`config.mk`:
```
export PLATFORM = sky130hd
export DESIGN_NAME = csp_fsm
export DESIGN_NICKNAME = d
export VERILOG_FILES = /design/src/rtl/csp_pkg.sv /design/src/rtl/csp_sync.sv /design/src/rtl/csp_fsm.sv
export SDC_FILE = /design/constraint.sdc
export NUM_CORES = 1
export LEC_CHECK = 0
export BUFFER_PORTS_ARGS = -buffer_cell sky130_fd_sc_hd__buf_2
export CORE_MARGIN = 5
export CORE_UTILIZATION = 54
export CTS_BUF_LIST = sky130_fd_sc_hd__clkbuf_8
export DETAILED_ROUTE_END_ITERATION = 6
export PLACE_DENSITY = 0.79
export SYNTH_ARGS = -nofsm -noshare
export SYNTH_HDL_FRONTEND = slang
export SYNTH_HIERARCHICAL = 1
export SYNTH_SLANG_ARGS = --single-unit
```
`constraint.sdc`:
```
create_clock -name CLK -period 3.9 [get_ports CLK]
set_clock_uncertainty 0.05 [all_clocks]
set_input_delay 0.78 -clock CLK [delete_from_list [all_inputs] [get_ports CLK]]
set_output_delay 0.78 -clock CLK [all_outputs]
set_load 0.02 [all_outputs]
```
`src/rtl/csp_pkg.sv`:
```
package csp_pkg;
	// Command byte layout: gating bit, read flag, register address.
	localparam int        CMD_W        = 8;
	localparam int        CMD_RW_BIT   = 6;
	localparam int        CMD_ADDR_LSB = 3;
	localparam int        ADDR_W       = 3;
	localparam int        DATA_W       = 24;
	localparam int        CNT_W        = 6;
	localparam int        SYNC_STAGES  = 2;
	// Consecutive ones on the data input that reset the interface.
	localparam logic [5:0] ONES_RESET  = 6'h28;
	// Register addresses and transfer lengths in serial clocks.
	localparam logic [2:0] ADDR_COMM   = 3'h0;
	localparam logic [2:0] ADDR_ID     = 3'h4;
	localparam logic [2:0] ADDR_DATA   = 3'h3;
	localparam logic [2:0] ADDR_HALF   = 3'h6;
	localparam logic [5:0] LEN_BYTE    = 6'h08;
	localparam logic [5:0] LEN_HALF    = 6'h10;
	localparam logic [5:0] LEN_WORD    = 6'h18;
	localparam logic [5:0] LEN_CMD_TAIL = 6'h07;
	localparam logic [DATA_W-1:0] DATA_RST = 24'h000000;

	typedef enum logic [3:0] {
		ST_GATE  = 4'b0001,
		ST_CMD   = 4'b0010,
		ST_WRITE = 4'b0100,
		ST_READ  = 4'b1000
	} csp_state_t;

	typedef struct packed {
		logic              valid;
		logic [ADDR_W-1:0] addr;
		logic [DATA_W-1:0] data;
	} csp_wr_t;

	function automatic logic [5:0] reg_len(input logic [2:0] addr);
		if (addr == ADDR_COMM || addr == ADDR_ID) begin
			return LEN_BYTE;
		end
		if (addr == ADDR_HALF) begin
			return LEN_HALF;
		end
		return LEN_WORD;
	endfunction
endpackage

```
`src/rtl/csp_sync.sv`:
```
`timescale 1ns/1ps
module csp_sync #(
	parameter int WIDTH = 1
) (
	input  wire logic             clk,
	input  wire logic             reset,
	input  wire logic [WIDTH-1:0] d,
	output logic      [WIDTH-1:0] q
);
	logic [WIDTH-1:0] meta_q;

	// Both stages reset high so an idle bus is seen until real samples land.
	always_ff @(posedge clk or posedge reset) begin
		if (reset) begin
			meta_q <= '1;
			q      <= '1;
		end else begin
			meta_q <= d;
			q      <= meta_q;
		end
	end
endmodule

```
`src/rtl/csp_fsm.sv`:
```
`timescale 1ns/1ps
// Function
// - Transfer ends after register's known bit count
// - Sixteen-bit class writes capture one bit per clock
// - Every finished transfer returns to command wait
// - Command write opens with a zero gating bit
// - A one at gating position is discarded
// - Zero gate loads next seven command bits
// - Writes via data input, reads via output
// - Output line goes low when result ready
// - Output returns high after data read ends
// - Line rises before data register update
// - Chip select enables this device on shared bus
// - Forty ones reset interface and registers
// - Chip select high ignores all bus activity
module csp_fsm #(
	parameter int DATA_W = csp_pkg::DATA_W
) (
	// Clock and reset.
	input  wire logic                       CLK,
	input  wire logic                       RESET,
	// Serial pins from the host.
	input  wire logic                       CS_N,
	input  wire logic                       SCLK,
	input  wire logic                       DIN,
	// Combined data-out and ready pin.
	output logic                            DOUT_O,
	output logic                            DOUT_OE,
	// Converter core side.
	input  wire logic                       RESULT_PENDING,
	input  wire logic                       RESULT_VALID,
	input  wire logic [DATA_W-1:0]          RESULT_DATA,
	// On-chip register access.
	output logic [csp_pkg::ADDR_W-1:0]      RD_ADDR,
	input  wire logic [DATA_W-1:0]          RD_DATA,
	output csp_pkg::csp_wr_t                WR_REQ,
	output logic                            REGS_RESET
);
	// Refuse a width that the package types and lengths cannot serve.
	if (DATA_W != csp_pkg::DATA_W) begin : g_width_check
		$error("DATA_W must match the package data width.");
	end

	logic [2:0]              pins_s;
	logic                    cs_n_s;
	logic                    sclk_s;
	logic                    din_s;
	logic                    sclk_prev_q;
	logic                    rise;
	logic                    fall;
	csp_pkg::csp_state_t     state_q;
	logic [5:0]              cnt_q;
	logic [5:0]              len_q;
	logic [6:0]              cmd_q;
	logic [DATA_W-1:0]       shift_q;
	logic [DATA_W-1:0]       result_q;
	logic                    load_q;
	logic                    is_data_q;
	logic                    rdy_n_q;
	logic [5:0]              ones_q;
	logic                    ones_hit;
	logic                    last_bit;
	logic                    read_done;

	// Pins cross into the clock domain before anything looks at them.
	csp_sync #(.WIDTH(3)) u_sync (
		.clk   (CLK),
		.reset (RESET),
		.d     ({CS_N, SCLK, DIN}),
		.q     (pins_s)
	);
	assign cs_n_s = pins_s[2];
	assign sclk_s = pins_s[1];
	assign din_s  = pins_s[0];

	always_ff @(posedge CLK or posedge RESET) begin
		if (RESET) begin
			sclk_prev_q <= 1'b1;
		end else begin
			sclk_prev_q <= sclk_s;
		end
	end

	// Edges count only while selected; a deselected device is deaf.
	assign rise = ~cs_n_s & sclk_s & ~sclk_prev_q;
	assign fall = ~cs_n_s & ~sclk_s & sclk_prev_q;

	assign last_bit  = (cnt_q + 6'h01 == len_q);
	assign ones_hit  = rise & din_s & (ones_q == csp_pkg::ONES_RESET - 6'h01);
	assign read_done = rise & (state_q == csp_pkg::ST_READ) & last_bit;

	// Run of consecutive ones seen on the data input.
	always_ff @(posedge CLK or posedge RESET) begin
		if (RESET) begin
			ones_q <= 6'h00;
		end else if (rise) begin
			ones_q <= (din_s && !ones_hit) ? ones_q + 6'h01 : 6'h00;
		end
	end

	always_ff @(posedge CLK or posedge RESET) begin
		if (RESET) begin
			REGS_RESET <= 1'b0;
		end else begin
			REGS_RESET <= ones_hit;
		end
	end

	// Transfer sequencer.
	always_ff @(posedge CLK or posedge RESET) begin
		if (RESET) begin
			state_q   <= csp_pkg::ST_GATE;
			cnt_q     <= 6'h00;
			len_q     <= csp_pkg::LEN_CMD_TAIL;
			cmd_q     <= 7'h00;
			is_data_q <= 1'b0;
			RD_ADDR   <= '0;
		end else if (ones_hit) begin
			state_q <= csp_pkg::ST_GATE;
			cnt_q   <= 6'h00;
		end else if (rise) begin
			unique case (state_q)
				csp_pkg::ST_GATE: begin
					// A one here leaves us parked on the gate position.
					if (!din_s) begin
						state_q <= csp_pkg::ST_CMD;
						cnt_q   <= 6'h00;
						len_q   <= csp_pkg::LEN_CMD_TAIL;
					end
				end
				csp_pkg::ST_CMD: begin
					cmd_q <= {cmd_q[5:0], din_s};
					cnt_q <= cnt_q + 6'h01;
					if (last_bit) begin
						RD_ADDR   <= cmd_q[4:2];
						len_q     <= csp_pkg::reg_len(cmd_q[4:2]);
						is_data_q <= (cmd_q[4:2] == csp_pkg::ADDR_DATA);
						cnt_q     <= 6'h00;
						state_q   <= cmd_q[5] ? csp_pkg::ST_READ
						                      : csp_pkg::ST_WRITE;
					end
				end
				csp_pkg::ST_WRITE, csp_pkg::ST_READ: begin
					cnt_q <= cnt_q + 6'h01;
					if (last_bit) begin
						state_q <= csp_pkg::ST_GATE;
						cnt_q   <= 6'h00;
					end
				end
			endcase
		end
	end

	// One-cycle flag to fetch read data after the address has settled.
	always_ff @(posedge CLK or posedge RESET) begin
		if (RESET) begin
			load_q <= 1'b0;
		end else begin
			load_q <= rise & (state_q == csp_pkg::ST_CMD) & last_bit
			          & cmd_q[5];
		end
	end

	// Shift register: captures writes on rising edges, feeds reads.
	always_ff @(posedge CLK or posedge RESET) begin
		if (RESET) begin
			shift_q <= '0;
		end else if (load_q) begin
			// Left-align so the register's MSB leaves first.
			shift_q <= (is_data_q ? result_q : RD_DATA)
			           << (6'(DATA_W) - len_q);
		end else if (rise && state_q == csp_pkg::ST_GATE && !din_s) begin
			// Leftover bits would otherwise sit above a short write.
			shift_q <= '0;
		end else if (rise && state_q == csp_pkg::ST_WRITE) begin
			shift_q <= {shift_q[DATA_W-2:0], din_s};
		end else if (fall && state_q == csp_pkg::ST_READ) begin
			shift_q <= {shift_q[DATA_W-2:0], 1'b0};
		end
	end

	always_ff @(posedge CLK or posedge RESET) begin
		if (RESET) begin
			WR_REQ <= '0;
		end else begin
			WR_REQ.valid <= rise & (state_q == csp_pkg::ST_WRITE) & last_bit;
			if (rise && state_q == csp_pkg::ST_WRITE && last_bit) begin
				WR_REQ.addr <= RD_ADDR;
				WR_REQ.data <= {shift_q[DATA_W-2:0], din_s};
			end
		end
	end

	// Result register reloads to its default on the forty-ones reset.
	always_ff @(posedge CLK or posedge RESET) begin
		if (RESET) begin
			result_q <= csp_pkg::DATA_RST;
		end else if (ones_hit) begin
			result_q <= csp_pkg::DATA_RST;
		end else if (RESULT_VALID) begin
			result_q <= RESULT_DATA;
		end
	end

	// Ready flag, active low. The core raises it before an update.
	always_ff @(posedge CLK or posedge RESET) begin
		if (RESET) begin
			rdy_n_q <= 1'b1;
		end else if (RESULT_PENDING || ones_hit) begin
			rdy_n_q <= 1'b1;
		end else if (RESULT_VALID) begin
			rdy_n_q <= 1'b0;
		end else if (read_done && is_data_q) begin
			rdy_n_q <= 1'b1;
		end
	end

	// Pin driver: data during a read, otherwise the ready flag.
	always_ff @(posedge CLK or posedge RESET) begin
		if (RESET) begin
			DOUT_O  <= 1'b1;
			DOUT_OE <= 1'b0;
		end else begin
			DOUT_OE <= ~cs_n_s;
			if (state_q != csp_pkg::ST_READ) begin
				DOUT_O <= rdy_n_q;
			end else if (fall) begin
				DOUT_O <= shift_q[DATA_W-1];
			end
		end
	end
endmodule

```
# Word level (Yosys, flattened, before mapping)
# Cells that the tools add are included.
[totals]
ff_bits = 120
elab_cells = 124
[op_classes]
n_reduce_logical = 25
n_mux = 43
n_bitwise = 17
eq_ne = 15
n_addsub = 3
shifts = 1
[op_table]
columns = ["cell", "n"]
rows = [
  ["$mux W24", 7],
  ["$mux W6", 11],
  ["$mux W4", 6],
  ["$pmux W6 S2", 2],
  ["$shl A24 B6 Y24", 1],
  ["$mux W1", 16],
  ["$and A1 B1 Y1", 13],
  ["$add A6 B1 Y6 const B", 2],
  ["$pmux W4 S3", 1],
  ["$ne A3 B3 Y1 const B", 3],
  ["$reduce_and A4 Y1", 2],
  ["$reduce_bool A2 Y1", 4],
  ["$logic_and A1 B1 Y1", 7],
  ["$eq A3 B3 Y1 const B", 2],
  ["$eq A6 B6 Y1", 1],
  ["$eq A6 B6 Y1 const B", 1],
  ["$sub A5 B6 Y6 const A", 1],
  ["$reduce_and A5 Y1", 1],
  ["$eq A4 B1 Y1 const B", 1],
  ["$eq A4 B2 Y1 const B", 1],
  ["$eq A4 B3 Y1 const B", 1],
  ["$eq A4 B4 Y1 const B", 1],
  ["$ne A2 B2 Y1 const B", 2],
  ["$ne A4 B4 Y1 const B", 1],
  ["other kinds (11)", 16],
]

# Logic depth before layout (Yosys ltp)
[logic_depth]
word_depth = 16
mapped_depth = 8
ltp_nobuf = 7

# Modules after synthesis
# The synthesis kept the hierarchy.
[modules_own_cells]
columns = ["module", "area_each_um2", "instances", "cells_each", "seq_area_each_um2"]
rows = [
  ["csp_fsm", 5858.1, 1, 515, 2783.9],
  ["csp_sync", 161.4, 1, 7, 157.7],
]

# Worst setup path after synthesis
# Ideal clock, no wire load.
[synth_timing]
path_type = "register to register"
startpoint = "register cnt_q[0]"
endpoint = "register WR_REQ[10] in the netlist's numbering"
required_ns = 3.725
path_slack_ns = 1.332
t_arrival_ns = 2.393
stages_incl_launch_ff = 8
n_path_buf = 1
setup_time_ns = 0.125
cell_sequence = "dfrtp_1 ha_1 or3b_4 mux2i_4 nand4_4 nor3_4 buf_12 mux2_4"
[synth_via]
elab_chain_len = 3
[synth_lines]
columns = ["element", "line_no", "text"]
rows = [
  ["start, declared", "csp_fsm.sv:52", "logic [5:0] cnt_q;"],
  ["start signal, assigned", "csp_fsm.sv:133", "cnt_q <= cnt_q + 6'h01;"],
  ["start signal, assigned", "csp_fsm.sv:144", "cnt_q <= cnt_q + 6'h01;"],
  ["$add A6 B1 Y6", "csp_fsm.sv:88", "assign last_bit = (cnt_q + 6'h01 == len_q);"],
  ["$eq A6 B6 Y1", "csp_fsm.sv:88", ""],
  ["$logic_and A1 B1 Y1", "csp_fsm.sv:187", "if (rise && state_q == csp_pkg::ST_WRITE && last_bit) begin"],
  ["end, declared", "csp_fsm.sv:36", "output csp_pkg::csp_wr_t WR_REQ,"],
]
# No other way between the ends.
# A chain may end at the register's enable or synchronous reset.

# Worst setup path after layout
[layout_timing]
startpoint = "register state_q[1]"
endpoint = "register shift_q[13]"
[layout_via]
elab_chain_len = 5
elab_cells_between_ends = 11
cone_classes = "eq/ne (3); mux (3); reduce/logical (5)"
[layout_lines]
columns = ["element", "line_no", "text"]
rows = [
  ["start, declared", "csp_fsm.sv:51", "csp_pkg::csp_state_t state_q;"],
  ["start signal, assigned", "csp_fsm.sv:112", "state_q <= csp_pkg::ST_GATE;"],
  ["start signal, assigned", "csp_fsm.sv:119", "state_q <= csp_pkg::ST_GATE;"],
  ["start signal, assigned", "csp_fsm.sv:126", "state_q <= csp_pkg::ST_CMD;"],
  ["$eq A4 B3 Y1 or $eq A4 B1 Y1 (tied branches)", "csp_fsm.sv:175, csp_fsm.sv:172", ""],
  ["$logic_and A1 B1 Y1, on equally long branches", "csp_fsm.sv:175, csp_fsm.sv:172", ""],
  ["$mux W24 or $logic_and A1 B1 Y1 (tied branches)", "csp_fsm.sv:175, csp_fsm.sv:172", ""],
  ["$mux W24", "csp_fsm.sv:172", "end else if (rise && state_q == csp_pkg::ST_GATE && !din_s) begin"],
  ["$mux W24", "csp_fsm.sv:168", "end else if (load_q) begin"],
  ["end signal, assigned", "csp_fsm.sv:170", "shift_q <= (is_data_q ? result_q : RD_DATA)"],
  ["end signal, assigned", "csp_fsm.sv:176", "shift_q <= {shift_q[DATA_W-2:0], din_s};"],
  ["end signal, assigned", "csp_fsm.sv:178", "shift_q <= {shift_q[DATA_W-2:0], 1'b0};"],
  ["end, declared", "csp_fsm.sv:55", "logic [DATA_W-1:0] shift_q;"],
]
# Parallel ways exist; a longest one is shown, timed or not.

==> impl_results.md <==
* Post-synth EDFFs at 0
* Setup_tns at 0 ns
* Htree depth at 4
* Syn Nets at 580
* Worst Path Buf+Inv at 1
* Finish-stage setup viols at 0
* Hold_sp: u_sync/meta_q[2]$_DFF_PP1_
* First-pass GRT wire length at approximately 23000 microns
* P_leak at just over 3 nW
* Adder-cell area share of the yosys netlist at less than 1%
* CP delay by family, top: simple AND/OR/NAND/NOR gates
* Core region area at roughly 0.011 sq mm
* Simple-Gate Fraction of Synth Area at between 10% and 20%
* CTS Buf Count at 17
* Worst setup SP type: flip-flop
* Final Util at between 60% and 70%
* Top cell type's share of synthesized area at 44.07%
* Post-synthesis xor/xnor area fraction at roughly 1.2%
* CTS resizes at 0
* CTS Hold Bufs at 0
* FP Rows at 38
* Synth Warn # at 6
* Commonest non-fill, non-tap cell in the layout: dfrtp_1
* Crit path DAT at about 3.1 ns
* Pwr/cell area at 577.5 mW/mm^2
* Critical path capture point type: flip-flop
* Share of post-route cells with drive strength above 1 at a little over a third
* Synth-to-layout area growth at 15.34%
* Vias in the first global route at around 4500
* Main synth FF type: dfrtp_1
* RSZ-0062 raised after global routing: no
* FF-to-FF Start: state_q[1]$_DFFE_PP0P_
* Die ar. at between 0.01 and 0.015 sq mm
* Via count at ~4500
* Effective utilization at floorplan at a little under three fifths
* Hold Violations, Final at 0
* Avg Cell Area, Syn at roughly 12 sq um
* Hold WC Path Type: reg2reg
* Post-Syn Area at ~0.006 sq mm
* CP Max Fanout at 25
* Hpwl dp at 10150 microns
* Longest Clk Path Bufs at 2
* Multiplexer share of the synthesized area at between 20% and 30%
* CP cell instances: nor4b_1 > nor3b_1 > nor2_1 > nand2_1 > buf_4 > nor2_1 > a21oi_1
* FFs w/ async S/R, synth at 100.0%
* Critical Path RT at 4.16 ns
* Post-Route WL at 14190 microns
* DRC viols at 0
* DR vias/cell at ~6
* Largest net degree at the start of global routing at 66
* Unique masters post-synth at 56
* Clock transition at path regs at ~0.070 ns
* Pins Over Slew Limit at 0
* Wire per inst at approximately 19 microns
* Die H at roughly 120 microns
* Largest family of logic cells by synthesized area: multiplexers
* Layout Nets at around 660
* Seq/Total Area, Yosys at about half
* Area leader, netlist: dfrtp_1
* Crit-path most repeated cell: nor2_1
* Die Wd at around 120 microns
* Worst setup path start: state_q[1]$_DFFE_PP0P_
* Yosys reg bits at 117
* Max Freq at about 350 MHz
* Drt first pass iters at 5
* Status: finished clean
* Final ANT Viol Nets at 0
* Rel. slew slack at ~14%
* Synth area leaders: dfrtp_1 44%, mux4_2 8.6%, dfstp_2 4.8%
* Compound-gate portion of the synthesized area at a little over a tenth
* Final critical-path share of the clock period at roughly 74%
* Final min period at between 2 and 3 ns
* Gr usage total at ~22%
* Post-CTS setup buffer count at 0
* 1st-iter DRT viols at between 400 and 500
* TritonCTS clock tree: done
* Clock sink total at between 100 and 150
* Gpl congestion at 0.9280
* Synthesized instance count at 522
* Critical path class: reg2reg
* Max VDD drop at roughly 0.25 mV
* Max Cap Viol at 0
* CP max-delay cell: nor2_1
* # IOs at 89
* Root buffer cell: clkbuf_8
* Global route overflow at 0
* Antenna Diode Count at 0
* Crit-path max cell delay at around 0.97 ns
* Initial antenna violation count at 0
* Port Buffers at 88
* Most frequent cells in the layout: 106 x dfrtp_1, 88 x buf_2, 53 x nor2_1, 48 x o21ai_0, 43 x nand2_1
* Clock latency on the worst-skew pair at around 0.44 ns
* Worst-Margin Slew at 1.280 ns
==> worst paths after layout <==
kind	depth (start not counted)	to	slack, ns
max	7	shift_q[13]$_DFFE_PP0P_	1.03
max in group asynchronous	3	len_q[2]$_DFFE_PP1P_	2.63
min in group asynchronous	2	cnt_q[3]$_DFFE_PP0P_	0.36
min reg2reg	0	u_sync/q[2]$_DFF_PP1_	0.31
max reg2reg	7	shift_q[13]$_DFFE_PP0P_	1.03
min	0	u_sync/q[2]$_DFF_PP1_	0.31
==> synthesized netlist by cell type (3+ instances only) <==
cell type,count
nand2b_1,4
a22o_1,9
and2_1,3
mux2i_1,27
buf_1,3
mux2_4,19
dfrtp_1,106
nand4_1,3
a21oi_1,26
inv_1,7
ha_1,3
dfstp_2,11
nand2_1,43
mux2_2,25
o21a_1,10
buf_2,5
nand3_1,12
nor2_1,53
nor3b_1,3
mux4_2,23
o2bb2ai_1,3
o21ai_0,48
xnor2_1,6
nor3_1,5
clkbuf_1,21
and3_1,5
o31ai_1,3
==> sequential cells by signal, indices dropped and copies added, names as in the netlist, 4 cells and up <==
register	cells
WR_REQ	28
state_q	4
ones_q	6
shift_q	24
result_q	24
cmd_q	6
cnt_q	6
==> report_power, final <==
part | switching, W | leakage (nW) | internal [W] | total [W]
registers | 0.000281 | 1.44 | 0.00144 | 0.00173
logic | 0.000564 | 1.48 | 0.000559 | 0.00112
clock network | 0.000518 | 0.202 | 0.000642 | 0.00116
==> metrics by stage <==
| step | worst slack, ns | total power [W] | hold slack [ns] | area [sq um] | cells |
|---|---|---|---|---|---|
| after floorplan | 0.1476 | 0.002544 | 0.2952 | 6020 | 522 |
| after global placement | 1.258 | 0.002820 | 0.2955 | 6534 | 725 |
| after detailed placement | 1.131 | 0.002861 | 0.2968 | 6534 | 725 |
| after CTS | 1.089 | 0.004029 | 0.3061 | 6943 | 757 |
| after global routing | 0.7061 | 0.004236 | 0.3076 | 6943 | 757 |
| final | 1.033 | 0.004009 | 0.3062 | 6943 | 757 |
==> cells by family after synthesis <==
logic type / after synthesis
buffers and inverters: 39
adders and majority gates: 3
AOI/OAI and AO/OA: 110
xor gates and xnor gates: 8
DFF: 117
and+or+nand+nor: 150
muxes: 95
==> layout make-up <==
| type | count | area [sq um] |
|---|---|---|
| flip-flops and latches | 117 | 2942 |
| well taps | 140 | 175.2 |
| fillers | 842 | 3945 |
| clock buffers | 18 | 247.7 |
| multi-input cells | 366 | 2883 |
| inverters | 7 | 28.78 |
| repair buffers | 95 | 505.5 |
| clock inverters | 14 | 161.4 |
==> layer usage <==
layer / track usage, % / part of all wire, % / vias to the layer above
li1: - / - / 2054
met1: 32.56 / 44 / 2241
met2: 33.10 / 46 / 187
met3: 5.379 / 7.4 / 26
met4: 8.138 / 1.7 / 0
met5: 0 / 0 / -
Note: power is estimated with default switching activity, not from simulation.
